**config.mk**
```make
export PLATFORM = sky130hd
export DESIGN_NAME = cif_status
export DESIGN_NICKNAME = d
export VERILOG_FILES = /design/src/pkg/cif_pkg.sv /design/src/verilog/cif_status.sv
export SDC_FILE = /design/constraint.sdc
export NUM_CORES = 1
export LEC_CHECK = 0
export BUFFER_PORTS_ARGS = -buffer_cell sky130_fd_sc_hd__buf_4
export CORE_MARGIN = 2
export CORE_UTILIZATION = 56
export DETAILED_ROUTE_END_ITERATION = 8
export PLACE_DENSITY = 0.95
export REMOVE_ABC_BUFFERS = 1
export SETUP_SLACK_MARGIN = 0.05
export SKIP_CTS_REPAIR_TIMING = 1
export SLEW_MARGIN = 20
export SYNTH_ARGS = -nofsm -noshare
export SYNTH_HDL_FRONTEND = slang
export SYNTH_SLANG_ARGS = --single-unit
export TNS_END_PERCENT = 1
```
**constraint.sdc**
```tcl
create_clock -name core_clk -period 4.1 [get_ports core_clk]
set_input_delay 0.205 -clock core_clk [delete_from_list [all_inputs] [get_ports core_clk]]
set_output_delay 0.205 -clock core_clk [all_outputs]
set_load 0.05 [all_outputs]
```
**src/pkg/cif_pkg.sv**
```systemverilog
// shared constants and carriers for the can interrupt / fifo status block
package cif_pkg;

	// register byte offsets (one aligned 32-bit word each)
	localparam logic [4:0] OFS_FLT_LEN = 5'h00;
	localparam logic [4:0] OFS_VEC     = 5'h04;
	localparam logic [4:0] OFS_FCTRL   = 5'h08;
	localparam logic [4:0] OFS_FIFO    = 5'h0C;
	localparam logic [4:0] OFS_INTF    = 5'h10;
	localparam logic [4:0] OFS_INTE    = 5'h14;

	// field positions
	localparam int HIT_LSB    = 8;   // matched filter number in vector reg
	localparam int BS_LSB     = 13;  // buffer count code in fifo config
	localparam int WPTR_LSB   = 8;   // write pointer in fifo status
	localparam int ERR_LSB    = 8;   // error state bits in flag reg
	localparam int IF_TX      = 0;
	localparam int IF_RX      = 1;
	localparam int IF_OVF     = 2;
	localparam int IF_FIFO    = 3;
	localparam int IF_ERR     = 5;
	localparam int IF_WAK     = 6;
	localparam int IF_IVR     = 7;

	// implemented flag / enable bits (bit 4 is a hole)
	localparam logic [7:0] FLAG_MASK = 8'hEF;

	// reset values
	localparam logic [4:0] RST_FLT_LEN = 5'h00;
	localparam logic [2:0] RST_BS      = 3'h0;
	localparam logic [4:0] RST_START   = 5'h00;
	localparam logic [5:0] RST_PTR     = 6'h00;
	localparam logic [7:0] RST_FLAGS   = 8'h00;
	localparam logic [7:0] RST_ENABLES = 8'h00;

	// filter length limits and buffer count codes
	localparam logic [4:0] FLT_LEN_MAX = 5'h11;
	localparam logic [2:0] BS_RSVD     = 3'h7;

	// interrupt source codes
	localparam logic [6:0] IC_NONE = 7'h40;
	localparam logic [6:0] IC_ERR  = 7'h41;
	localparam logic [6:0] IC_WAK  = 7'h42;
	localparam logic [6:0] IC_OVF  = 7'h43;
	localparam logic [6:0] IC_FIFO = 7'h44;

	// event pulses from the protocol engine and message buffer side
	typedef struct packed {
		logic       tx_done;      // a transmit buffer finished
		logic [2:0] tx_idx;       // which tx_rx_buffer
		logic       rx_done;      // a message was stored
		logic [3:0] rx_idx;       // which buffer it went to
		logic [3:0] rx_hit;       // matched_filter_number of it
		logic       invalid;      // invalid message seen
		logic       wakeup;       // bus wake-up activity
		logic       overflow;     // receive buffer overflowed
		logic       almost_full;  // fifo reached almost full
		logic       fifo_write;   // message written at write pointer
		logic       fifo_read;    // software consumed read pointer buffer
	} cif_evt_t;

	// error state levels from the error counters
	typedef struct packed {
		logic tx_bus_off;
		logic tx_error_passive;
		logic rx_error_passive;
		logic tx_error_warning;
		logic rx_error_warning;
	} cif_err_t;

endpackage : cif_pkg

```
**src/verilog/cif_status.sv**
```systemverilog
// Added by the designer: the address map and register access over Avalon-MM.
`timescale 1ns/1ps
module cif_status
	import cif_pkg::*;
(
	// clock and reset
	input  wire logic        core_clk,
	input  wire logic        arst_n,
	// avalon-mm slave
	input  wire logic [4:0]  avs_address,
	input  wire logic        avs_read,
	input  wire logic        avs_write,
	input  wire logic [31:0] avs_writedata,
	input  wire logic [3:0]  avs_byteenable,
	output logic      [31:0] avs_readdata,
	output logic             avs_waitrequest,
	// protocol engine side
	input  wire cif_evt_t    evt,
	input  wire cif_err_t    err_state,
	// identifier-extension payload filter
	input  wire logic [17:0] flt_eid,
	input  wire logic [23:0] flt_data,
	output logic             flt_data_match
);

	// register storage
	logic [4:0]  flt_len_q;    // data_filter_bit_count
	logic [3:0]  hit_q;        // matched_filter_number
	logic [6:0]  code_q;       // interrupt_source_code
	logic [2:0]  bs_q;         // dma_buffer_count code
	logic [4:0]  start_q;      // fifo_start_buffer
	logic [5:0]  wptr_q;       // fifo_write_pointer
	logic [5:0]  rptr_q;       // fifo_read_pointer
	logic [5:0]  err_q;        // mirrored error state, bit 0 combined
	logic [5:0]  err_prev_q;   // last cycle's state for edge detect
	logic [7:0]  flags_q;      // interrupt flags
	logic [7:0]  flags_d;
	logic [7:0]  en_q;         // interrupt enables
	logic [2:0]  tx_idx_q;     // last finished tx buffer
	logic [3:0]  rx_idx_q;     // last filled rx buffer
	logic [31:0] rdata_d;      // read mux

	// bus access decode
	logic        wr_ack;       // write takes effect this edge
	logic [15:0] wmask;        // byte lanes 0 and 1 as a bit mask
	logic [15:0] wval;         // lane-merged write data
	logic [5:0]  err_now;      // live error state, combined bit low

	// widen byte enables of the low half-word into a bit mask
	// lanes 2 and 3 have no storage behind them, so they are ignored
	function automatic logic [15:0] lane_mask(input logic [3:0] be);
		lane_mask = {{8{be[1]}}, {8{be[0]}}};
	endfunction : lane_mask

	// buffer count from the size code; reserved code never stored
	// code 6 falls into the default and gives the largest area
	function automatic logic [5:0] buf_count(input logic [2:0] c);
		unique case (c)
			3'h0: buf_count = 6'h04;
			3'h1: buf_count = 6'h06;
			3'h2: buf_count = 6'h08;
			3'h3: buf_count = 6'h0C;
			3'h4: buf_count = 6'h10;
			3'h5: buf_count = 6'h18;
			default: buf_count = 6'h20;
		endcase
	endfunction : buf_count

	// step a fifo pointer, wrapping to the start of the fifo area
	function automatic logic [5:0] ptr_step(input logic [5:0] p,
		input logic [4:0] s, input logic [2:0] c);
		logic [5:0] nxt;
		nxt = p + 6'h01;
		// a start past the end of memory leaves a one-slot area
		if (nxt >= buf_count(c)) begin
			ptr_step = {1'b0, s};
		end else begin
			ptr_step = nxt;
		end
	endfunction : ptr_step

	// payload bits in compare order: byte1 bit7 first
	function automatic logic payload_ok(input logic [4:0] n,
		input logic [17:0] extended_identifier, input logic [23:0] data);
		logic ok;
		ok = 1'b1;
		// the top legal code reaches the last identifier bit as well, so
		// it compares all eighteen bits rather than seventeen
		for (int k = 0; k < 18; k++) begin
			if (5'(k) < n || n == FLT_LEN_MAX) begin
				ok = ok & (data[23 - k] == extended_identifier[k]);
			end
		end
		payload_ok = ok;
	endfunction : payload_ok

	// a write lands only on the edge where the master sees waitrequest
	// low; every register sits in the low half-word
	assign wr_ack = avs_write & ~avs_waitrequest;
	assign wmask  = lane_mask(avs_byteenable);
	assign wval   = avs_writedata[15:0] & wmask;
	// combined warning follows either direction's warning
	// bus-off and passive states do not feed the combined bit
	assign err_now = {err_state.tx_bus_off, err_state.tx_error_passive,
		err_state.rx_error_passive, err_state.tx_error_warning,
		err_state.rx_error_warning,
		err_state.tx_error_warning | err_state.rx_error_warning};

	// wait state: every access is answered on the second edge
	// one fixed wait cycle keeps the read mux off the bus path and
	// gives every access the same two-edge shape
	always_ff @(posedge core_clk or negedge arst_n) begin
		if (!arst_n) begin
			avs_waitrequest <= 1'b1;
		end else begin
			// drop for exactly one cycle, then rearm for the next access
			avs_waitrequest <= ~((avs_read | avs_write) & avs_waitrequest);
		end
	end

	// read data is captured as waitrequest falls, unmapped reads zero
	always_comb begin
		rdata_d = 32'h0000_0000;
		unique case (avs_address)
			// filter length in the low five bits
			OFS_FLT_LEN: rdata_d[4:0] = flt_len_q;
			// hit number above, source code below
			OFS_VEC: begin
				rdata_d[HIT_LSB +: 5] = {1'b0, hit_q};
				rdata_d[6:0]          = code_q;
			end
			// bits 12 to 5 stay zero
			OFS_FCTRL: begin
				rdata_d[BS_LSB +: 3] = bs_q;
				rdata_d[4:0]         = start_q;
			end
			// both pointers, top two bits of each byte zero
			OFS_FIFO: begin
				rdata_d[WPTR_LSB +: 6] = wptr_q;
				rdata_d[5:0]           = rptr_q;
			end
			// error state above, flags below
			OFS_INTF: begin
				rdata_d[ERR_LSB +: 6] = err_q;
				rdata_d[7:0]          = flags_q;
			end
			OFS_INTE: rdata_d[7:0] = en_q;
			// unmapped offsets read zero
			default: rdata_d = 32'h0000_0000;
		endcase
	end

	// read data register, loaded on the taken edge only, so the value
	// stands still until the master samples it
	always_ff @(posedge core_clk or negedge arst_n) begin
		if (!arst_n) begin
			avs_readdata <= 32'h0000_0000;
		end else if (avs_read & avs_waitrequest) begin
			avs_readdata <= rdata_d;
		end
	end

	// filter length setting; invalid codes are refused
	always_ff @(posedge core_clk or negedge arst_n) begin
		if (!arst_n) begin
			flt_len_q <= RST_FLT_LEN;
		end else if (wr_ack && avs_address == OFS_FLT_LEN && wmask[0]
			&& wval[4:0] <= FLT_LEN_MAX) begin
			// a refused code leaves the previous length in place
			// guards the compare against a software slip
			flt_len_q <= wval[4:0];
		end
	end

	// payload compare result, registered for the acceptance logic
	always_ff @(posedge core_clk or negedge arst_n) begin
		if (!arst_n) begin
			flt_data_match <= 1'b1;
		end else if (flt_len_q == 5'h00) begin
			// no payload bit takes part at length zero
			flt_data_match <= 1'b1;
		end else begin
			// compare the selected payload bits in order
			flt_data_match <= payload_ok(flt_len_q, flt_eid, flt_data);
		end
	end

	// fifo configuration, only the implemented fields are stored
	// size code sits in byte lane 1, start buffer in lane 0
	always_ff @(posedge core_clk or negedge arst_n) begin
		if (!arst_n) begin
			bs_q    <= RST_BS;
			start_q <= RST_START;
		end else if (wr_ack && avs_address == OFS_FCTRL) begin
			// reserved size code leaves the old size in place
			if (wmask[15] && wval[BS_LSB +: 3] != BS_RSVD) begin
				bs_q <= wval[BS_LSB +: 3];
			end
			if (wmask[0]) begin
				start_q <= wval[4:0];
			end
		end
	end

	// write pointer follows stored messages through the fifo area
	// a reload and an event in one cycle: the reload wins
	always_ff @(posedge core_clk or negedge arst_n) begin
		if (!arst_n) begin
			wptr_q <= RST_PTR;
		end else if (wr_ack && avs_address == OFS_FCTRL && wmask[0]) begin
			// writing the start buffer restarts the ring
			wptr_q <= {1'b0, wval[4:0]};
		end else if (evt.fifo_write) begin
			wptr_q <= ptr_step(wptr_q, start_q, bs_q);
		end
	end

	// read pointer follows buffers consumed by software
	// same ring rule as the write pointer, so both wrap alike
	always_ff @(posedge core_clk or negedge arst_n) begin
		if (!arst_n) begin
			rptr_q <= RST_PTR;
		end else if (wr_ack && avs_address == OFS_FCTRL && wmask[0]) begin
			rptr_q <= {1'b0, wval[4:0]};
		end else if (evt.fifo_read) begin
			rptr_q <= ptr_step(rptr_q, start_q, bs_q);
		end
	end

	// error state mirror and its previous value for edge detect
	// both reset low like the idle engine, so no false edge follows
	always_ff @(posedge core_clk or negedge arst_n) begin
		if (!arst_n) begin
			err_q      <= 6'h00;
			err_prev_q <= 6'h00;
		end else begin
			err_q      <= err_now;
			err_prev_q <= err_q;
		end
	end

	// flags: software writes zero to clear, hardware set wins
	always_comb begin
		flags_d = flags_q;
		if (wr_ack && avs_address == OFS_INTF && wmask[0]) begin
			flags_d = flags_q & wval[7:0];
		end
		// set after clear so a same-cycle event is not lost
		flags_d[IF_TX]   = flags_d[IF_TX] | evt.tx_done;
		flags_d[IF_RX]   = flags_d[IF_RX] | evt.rx_done;
		flags_d[IF_OVF]  = flags_d[IF_OVF] | evt.overflow;
		flags_d[IF_FIFO] = flags_d[IF_FIFO] | evt.almost_full;
		// any newly entered error state raises the error flag
		flags_d[IF_ERR]  = flags_d[IF_ERR] | (|(err_q & ~err_prev_q));
		flags_d[IF_WAK]  = flags_d[IF_WAK] | evt.wakeup;
		flags_d[IF_IVR]  = flags_d[IF_IVR] | evt.invalid;
		// the hole at bit 4 can never hold a one
		flags_d          = flags_d & FLAG_MASK;
	end

	// flag register; clears and sets are already merged in flags_d
	always_ff @(posedge core_clk or negedge arst_n) begin
		if (!arst_n) begin
			flags_q <= RST_FLAGS;
		end else begin
			flags_q <= flags_d;
		end
	end

	// enables share the flag bit positions
	// plain storage; the gating happens in the source code logic
	always_ff @(posedge core_clk or negedge arst_n) begin
		if (!arst_n) begin
			en_q <= RST_ENABLES;
		end else if (wr_ack && avs_address == OFS_INTE && wmask[0]) begin
			en_q <= wval[7:0] & FLAG_MASK;
		end
	end

	// last buffer indices and the filter that matched
	// the hit number always belongs to the last stored message
	always_ff @(posedge core_clk or negedge arst_n) begin
		if (!arst_n) begin
			tx_idx_q <= 3'h0;
			rx_idx_q <= 4'h0;
			hit_q    <= 4'h0;
		end else begin
			if (evt.tx_done) begin
				tx_idx_q <= evt.tx_idx;
			end
			if (evt.rx_done) begin
				rx_idx_q <= evt.rx_idx;
				hit_q    <= evt.rx_hit;
			end
		end
	end

	// single reported source; only one buffer index is kept per
	// direction, so within a direction the most recent buffer event is the one shown
	// the code lags the flags by one edge, so a flag may be seen one
	// read before its code
	always_ff @(posedge core_clk or negedge arst_n) begin
		if (!arst_n) begin
			code_q <= IC_NONE;
		end else begin
			if (flags_q[IF_ERR] & en_q[IF_ERR]) begin
				code_q <= IC_ERR;
			end else if (flags_q[IF_OVF] & en_q[IF_OVF]) begin
				code_q <= IC_OVF;
			end else if (flags_q[IF_WAK] & en_q[IF_WAK]) begin
				code_q <= IC_WAK;
			end else if (flags_q[IF_FIFO] & en_q[IF_FIFO]) begin
				code_q <= IC_FIFO;
			end else if (flags_q[IF_RX] & en_q[IF_RX]) begin
				code_q <= {3'h0, rx_idx_q};
			end else if (flags_q[IF_TX] & en_q[IF_TX]) begin
				code_q <= {4'h0, tx_idx_q};
			end else begin
				// indices never exceed 15, so no reserved code appears
				code_q <= IC_NONE;
			end
		end
	end

endmodule : cif_status

```
* Yosys cells after proc, flatten, opt, wreduce, memory -nomap -nowiden
Cells that the tools add are included.
Storage, ports and cells: bits in registers 87, input port bits 111, output and inout port bits 34, word-level logic and storage cells 207
Cells by class: add/sub/neg operators 2, order comparisons 21, equal/unequal tests 30, multiplexer cells 61, bitwise logic cells 41, reduce and logical (&&, ||, !) cells 36
Operator list (count):
- 6-bit 2-to-1 mux | 10
- 7-bit 2-to-1 mux | 6
- 4-bit by 5-bit less-than comparator with 1-bit output, first input constant | 8
- 1-bit 2-to-1 mux | 36
- 6-bit one-hot mux with 6 select lines | 1
- 5-bit one-hot mux with 6 select lines | 1
- 1-bit AND | 26
- 3-bit by 5-bit less-than comparator with 1-bit output, first input constant | 4
- 1-bit == test | 18
- 1-bit logical OR | 18
- 16-bit AND | 1
- 5-bit == test, second input constant | 3
- 5-bit one-hot mux with 3 select lines | 1
- 6-bit by 1-bit adder with 6-bit output, second input constant | 2
- 6-bit >= comparator | 2
- 5-bit by 4-bit == test with 1-bit output, second input constant | 2
- 1-bit logical AND | 10
- 5-bit logical NOT | 2
- 1-bit by 5-bit less-than comparator with 1-bit output, first input constant | 2
- 2-bit by 5-bit less-than comparator with 1-bit output, first input constant | 2
- 5-bit less-than comparator, first input constant | 2
- 1-bit OR | 9
- 8-bit AND | 1
- 8-bit 2-to-1 mux | 1
- other kinds (17) | 23

* Logic depth before layout (Yosys ltp)
word-level depth 55, mapped depth 9, depth with buffers taken out 9

* Worst setup path before layout
No wires, ideal clock.
path type flip-flop to flip-flop, start point register wptr_q[0], end point register wptr_q[2], arrival 2.107 ns, data required time 4.006 ns, path slack 1.899 ns, cell stages (with the launch flop) 9, clock period less this slack 2.201 ns, path through dfrtp_1 ha_1 xor2_1 ha_1 o21ai_0 a31oi_1 o41ai_4 mux2i_1 a221oi_2
On the way: longest elaborated chain between the ends 5
RTL lines:
- start: declaration | RTL line cif_status.sv:32 | logic [5:0] wptr_q;
- start signal: assignment | RTL line cif_status.sv:212 | wptr_q <= {1'b0, wval[4:0]};
- start signal: assignment | RTL line cif_status.sv:214 | wptr_q <= ptr_step(wptr_q, start_q, bs_q);
- 6-bit by 1-bit adder with 6-bit output (*) | RTL line cif_status.sv:73 | nxt = p + 6'h01;
- 6-bit >= comparator | RTL line cif_status.sv:75 | if (nxt >= buf_count(c)) begin
- 6-bit 2-to-1 mux (*) | RTL line cif_status.sv:75
- 6-bit 2-to-1 mux (*) | RTL line cif_status.sv:213 | end else if (evt.fifo_write) begin
- 6-bit 2-to-1 mux (*) | RTL line cif_status.sv:210 | end else if (wr_ack && avs_address == OFS_FCTRL && wmask[0]) begin
Mark *: on every way between the ends. The rest lies on a longest branch, timed or not. The select of a mux whose other input is x is not followed. A chain may end at the register's enable or synchronous reset.

* Worst setup path in the final report
start point register rptr_q[0], end point register rptr_q[3]
On the way: longest elaborated chain between the ends 5
RTL lines:
- start: declaration | RTL line cif_status.sv:33 | logic [5:0] rptr_q;
- start signal: assignment | RTL line cif_status.sv:224 | rptr_q <= {1'b0, wval[4:0]};
- start signal: assignment | RTL line cif_status.sv:226 | rptr_q <= ptr_step(rptr_q, start_q, bs_q);
- 6-bit by 1-bit adder with 6-bit output (*) | RTL line cif_status.sv:73
- 6-bit >= comparator | RTL line cif_status.sv:75
- 6-bit 2-to-1 mux (*) | RTL line cif_status.sv:75
- 6-bit 2-to-1 mux (*) | RTL line cif_status.sv:225 | end else if (evt.fifo_read) begin
- 6-bit 2-to-1 mux (*) | RTL line cif_status.sv:223 | end else if (wr_ack && avs_address == OFS_FCTRL && wmask[0]) begin
Marks and branches as above.

==> qor.yml <==
outcome:
  status: "finished, final reports clean"
power:
  switchingPower_w: 0.000862
  power_density_mw_per_mm2: 437
  p_comb_frac: 0.320
  leakagePower_nw: 2.65
  ir_worst_vdd_mv: 0.350
  netSwitchingFraction: 0.351
  p_int_w: 0.00160
  p_seq_frac: 0.429
  p_clk_frac: 0.251
timing:
  fin_tns_setup_ps: 0
  final_max_slew_viol_count: 0
  fin_crit_ps: 2590
  hold_viol: 0
  finClkSkew_ps: 12.2
  period_share: 0.631
  setup-violations-final: 0
  fmax_mhz: 386
  tightest_slew_ps: 1010
  rsz0062_at_grt: "false"
  relSlewSlack: 0.323
synth:
  yosysTopAreaCell: "dfrtp_1"
  synth-edff-count: 0
  postSynthAreaPerCell_um2: 10.2
  synthArstFlopShare: 1.00
  synth_area_leaders: "dfrtp_1, mux2_2, nand2_1, ha_1, xor2_1"
  syn_area_mm2: 0.00464
  synth_cells: 455
  synth_common_cells: "dfrtp_1, nand2_1, o21ai_0"
  ys_ff_latch: 85
  synth_top_area_frac: 0.443
  yosysSeqAreaShare: 0.460
  synth_cell_types: 60
  synth_most_common_cell: "dfrtp_1"
  synth-main-ff-cell: "dfrtp_1"
  yosysWarnings: 0
cts:
  root_buffer: "clkbuf_8"
  cts_tree: "yes"
  clockBufferDepth: 2
  worst_skew_pair.late_latency_ps: 360
  cts_buffers: 9
  htreeDepth: 3
  clk_pin_slew_worst_paths_ps: 90
  cts_sinks: 85
floorplanning:
  start_util: 0.570
  core_mm2: 0.00813
  die_area_mm2: 0.00902
  io-pin-count: 145
  die_w_um: 95.0
  die_height_um: 95.0
  rows: 33
global_route:
  grt_pass1_wl_um: 19000
  grtUsageTotal: 0.274
  grt_max_degree: 86
  antenna_found_initial: 0
  first_global_vias: 3927
  grt-ovfl-total: 0
finish:
  nets: 675
  drive_gt1_frac: 0.273
  areaGrowthSynthToFinish_pct: 21.4
  diodes: 0
  fin_cells: 662
hold_path:
  hp-start: "avs_read"
  hold_class: "input port to flip-flop"
drt:
  drtPass1Iterations: 5
  wl_met2_um: 6140
  drc_errors: 0
  ant_nets: 0
  wl_met1_um: 4470
  via_count: 4034
  viasPerCell: 6.09
  drt_wl_total_um: 11800
  post_drt_wl_per_cell_um: 17.9
  first_iter_violations: 538
  met3_length_um: 783
  highest-signal-layer: "met4"
critical_path:
  worstSetupStartpoint: "rptr_q[0]"
  reg2reg_from: "rptr_q[0]"
  critPathLaunchType: "flip-flop"
  cp.required_ps: 4340
  crit_fanout: 8
  critPathArrivalTime_ps: 2830
  crit_type: "flip-flop to flip-flop"
  cp-end-kind: "flip-flop"
flow_run:
  drv_cap: 0
place:
  io_buffers: 99
  dp.cells: 640
  place_hpwl_um: 8750
  finalWeightedCongestion: 0.928
-- critical path: stages (launching register included) --
cell      delay, ps
dfrtp_1         510
ha_1            230
xor2_1          210
ha_1            260
o21ai_0         180
a31oi_1          90
o41ai_4         510
mux2i_1         150
a211oi_1        320
-- metal layers --
| metal | vias to the layer above | global-route usage |
|---|---|---|
| li1 | 1819 | - |
| met1 | 1928 | 0.333 |
| met2 | 239 | 0.479 |
| met3 | 48 | 0.0503 |
| met4 | 0 | 0.114 |
| met5 | - | 0 |
-- cells by family (layout without fill, tap and decap cells) --
logic type / count (synthesis) / in the layout / share of synthesized area
AND/OR/NAND/NOR: 134 / 134 / 0.149
AO/OA/AOI/OAI: 119 / 119 / 0.185
flip-flops: 85 / 85 / 0.460
buffers and inverters: 49 / 136 / 0.0572
multiplexers: 29 / 29 / 0.0675
XOR/XNOR: 26 / 26 / 0.0491
adder cells (fa/ha/maj): 12 / 12 / 0.0324
other: 1 / 16 / 0.000809
-- worst paths after layout --
check	endpoint	slack [ps]	cells after the start
worst max register to register	rptr_q[3]	1510	8
worst max-delay path	rptr_q[3]	1510	8
min in group asynchronous	err_q[5]	470	2
max in group asynchronous	en_q[3]	3140	2
worst min register to register	err_prev_q[0]	390	0
worst min-delay path	avs_waitrequest	10	2
-- layout make-up --
| class | instances | area, µm² |
|---|---|---|
| timing repair buffer | 105 | 807 |
| sequential | 85 | 2130 |
| inverter | 15 | 56.3 |
| multi-input combinational | 336 | 2300 |
| clock inverter | 6 | 68.8 |
| fill | 567 | 2510 |
| tap | 105 | 131 |
| clock buffer | 10 | 138 |
-- state kept, by name, summed over array words and instances, names as in the netlist, 4 cells and up --
| register | flops |
|---|---|
| rptr_q | 6 |
| en_q | 7 |
| flt_len_q | 5 |
| flags_q | 7 |
| start_q | 5 |
| wptr_q | 6 |
| rx_idx_q | 4 |
| err_q | 6 |
| err_prev_q | 6 |
| hit_q | 4 |
| code_q | 5 |
| avs_readdata | 16 |
-- cell usage in the layout, fill, tap and decap left out, drive strengths merged, types with 4 or more instances in the layout --
cell type    count
buf             99
dfrtp           82
nand2           52
o21ai           25
nor2            21
a22oi           19
a21oi           18
mux2            18
inv             18
xor2            17
nor3            17
conb            16
ha              12
nand3           12
mux2i           11
nand2b          11
a31oi           10
clkbuf          10
xnor2            9
a21o             7
a22o             6
dlygate4sd3      6
a221oi           5
and3             4
o22ai            4
o22a             4
-- metrics by stage --
stage	cell area [µm²]	hold slack (ps)	util	total power, W	setup WS, ps
3_3_place_gp	5360	315	0.659	0.00179	1710
5_1_grt	5630	29.6	0.692	0.00259	1350
3_5_place_dp	5360	315	0.659	0.00183	1580
6_report	5630	13.6	0.692	0.00246	1510
4_1_cts	5560	-53.8	0.684	0.00244	1570
2_1_floorplan	4480	-90.6	-	0.00160	1900
-- power groups by stage --
| stage | registers [W] | logic, W | clock network [W] |
|---|---|---|---|
| floorplan | 0.00106 | 0.000534 | 0 |
| global placement | 0.00106 | 0.000730 | 0 |
| detailed placement | 0.00106 | 0.000770 | 0 |
| CTS | 0.00105 | 0.000777 | 0.000619 |
| global route | 0.00107 | 0.000859 | 0.000662 |
| finish | 0.00105 | 0.000787 | 0.000618 |
Power figures use the tool's default switching activity.
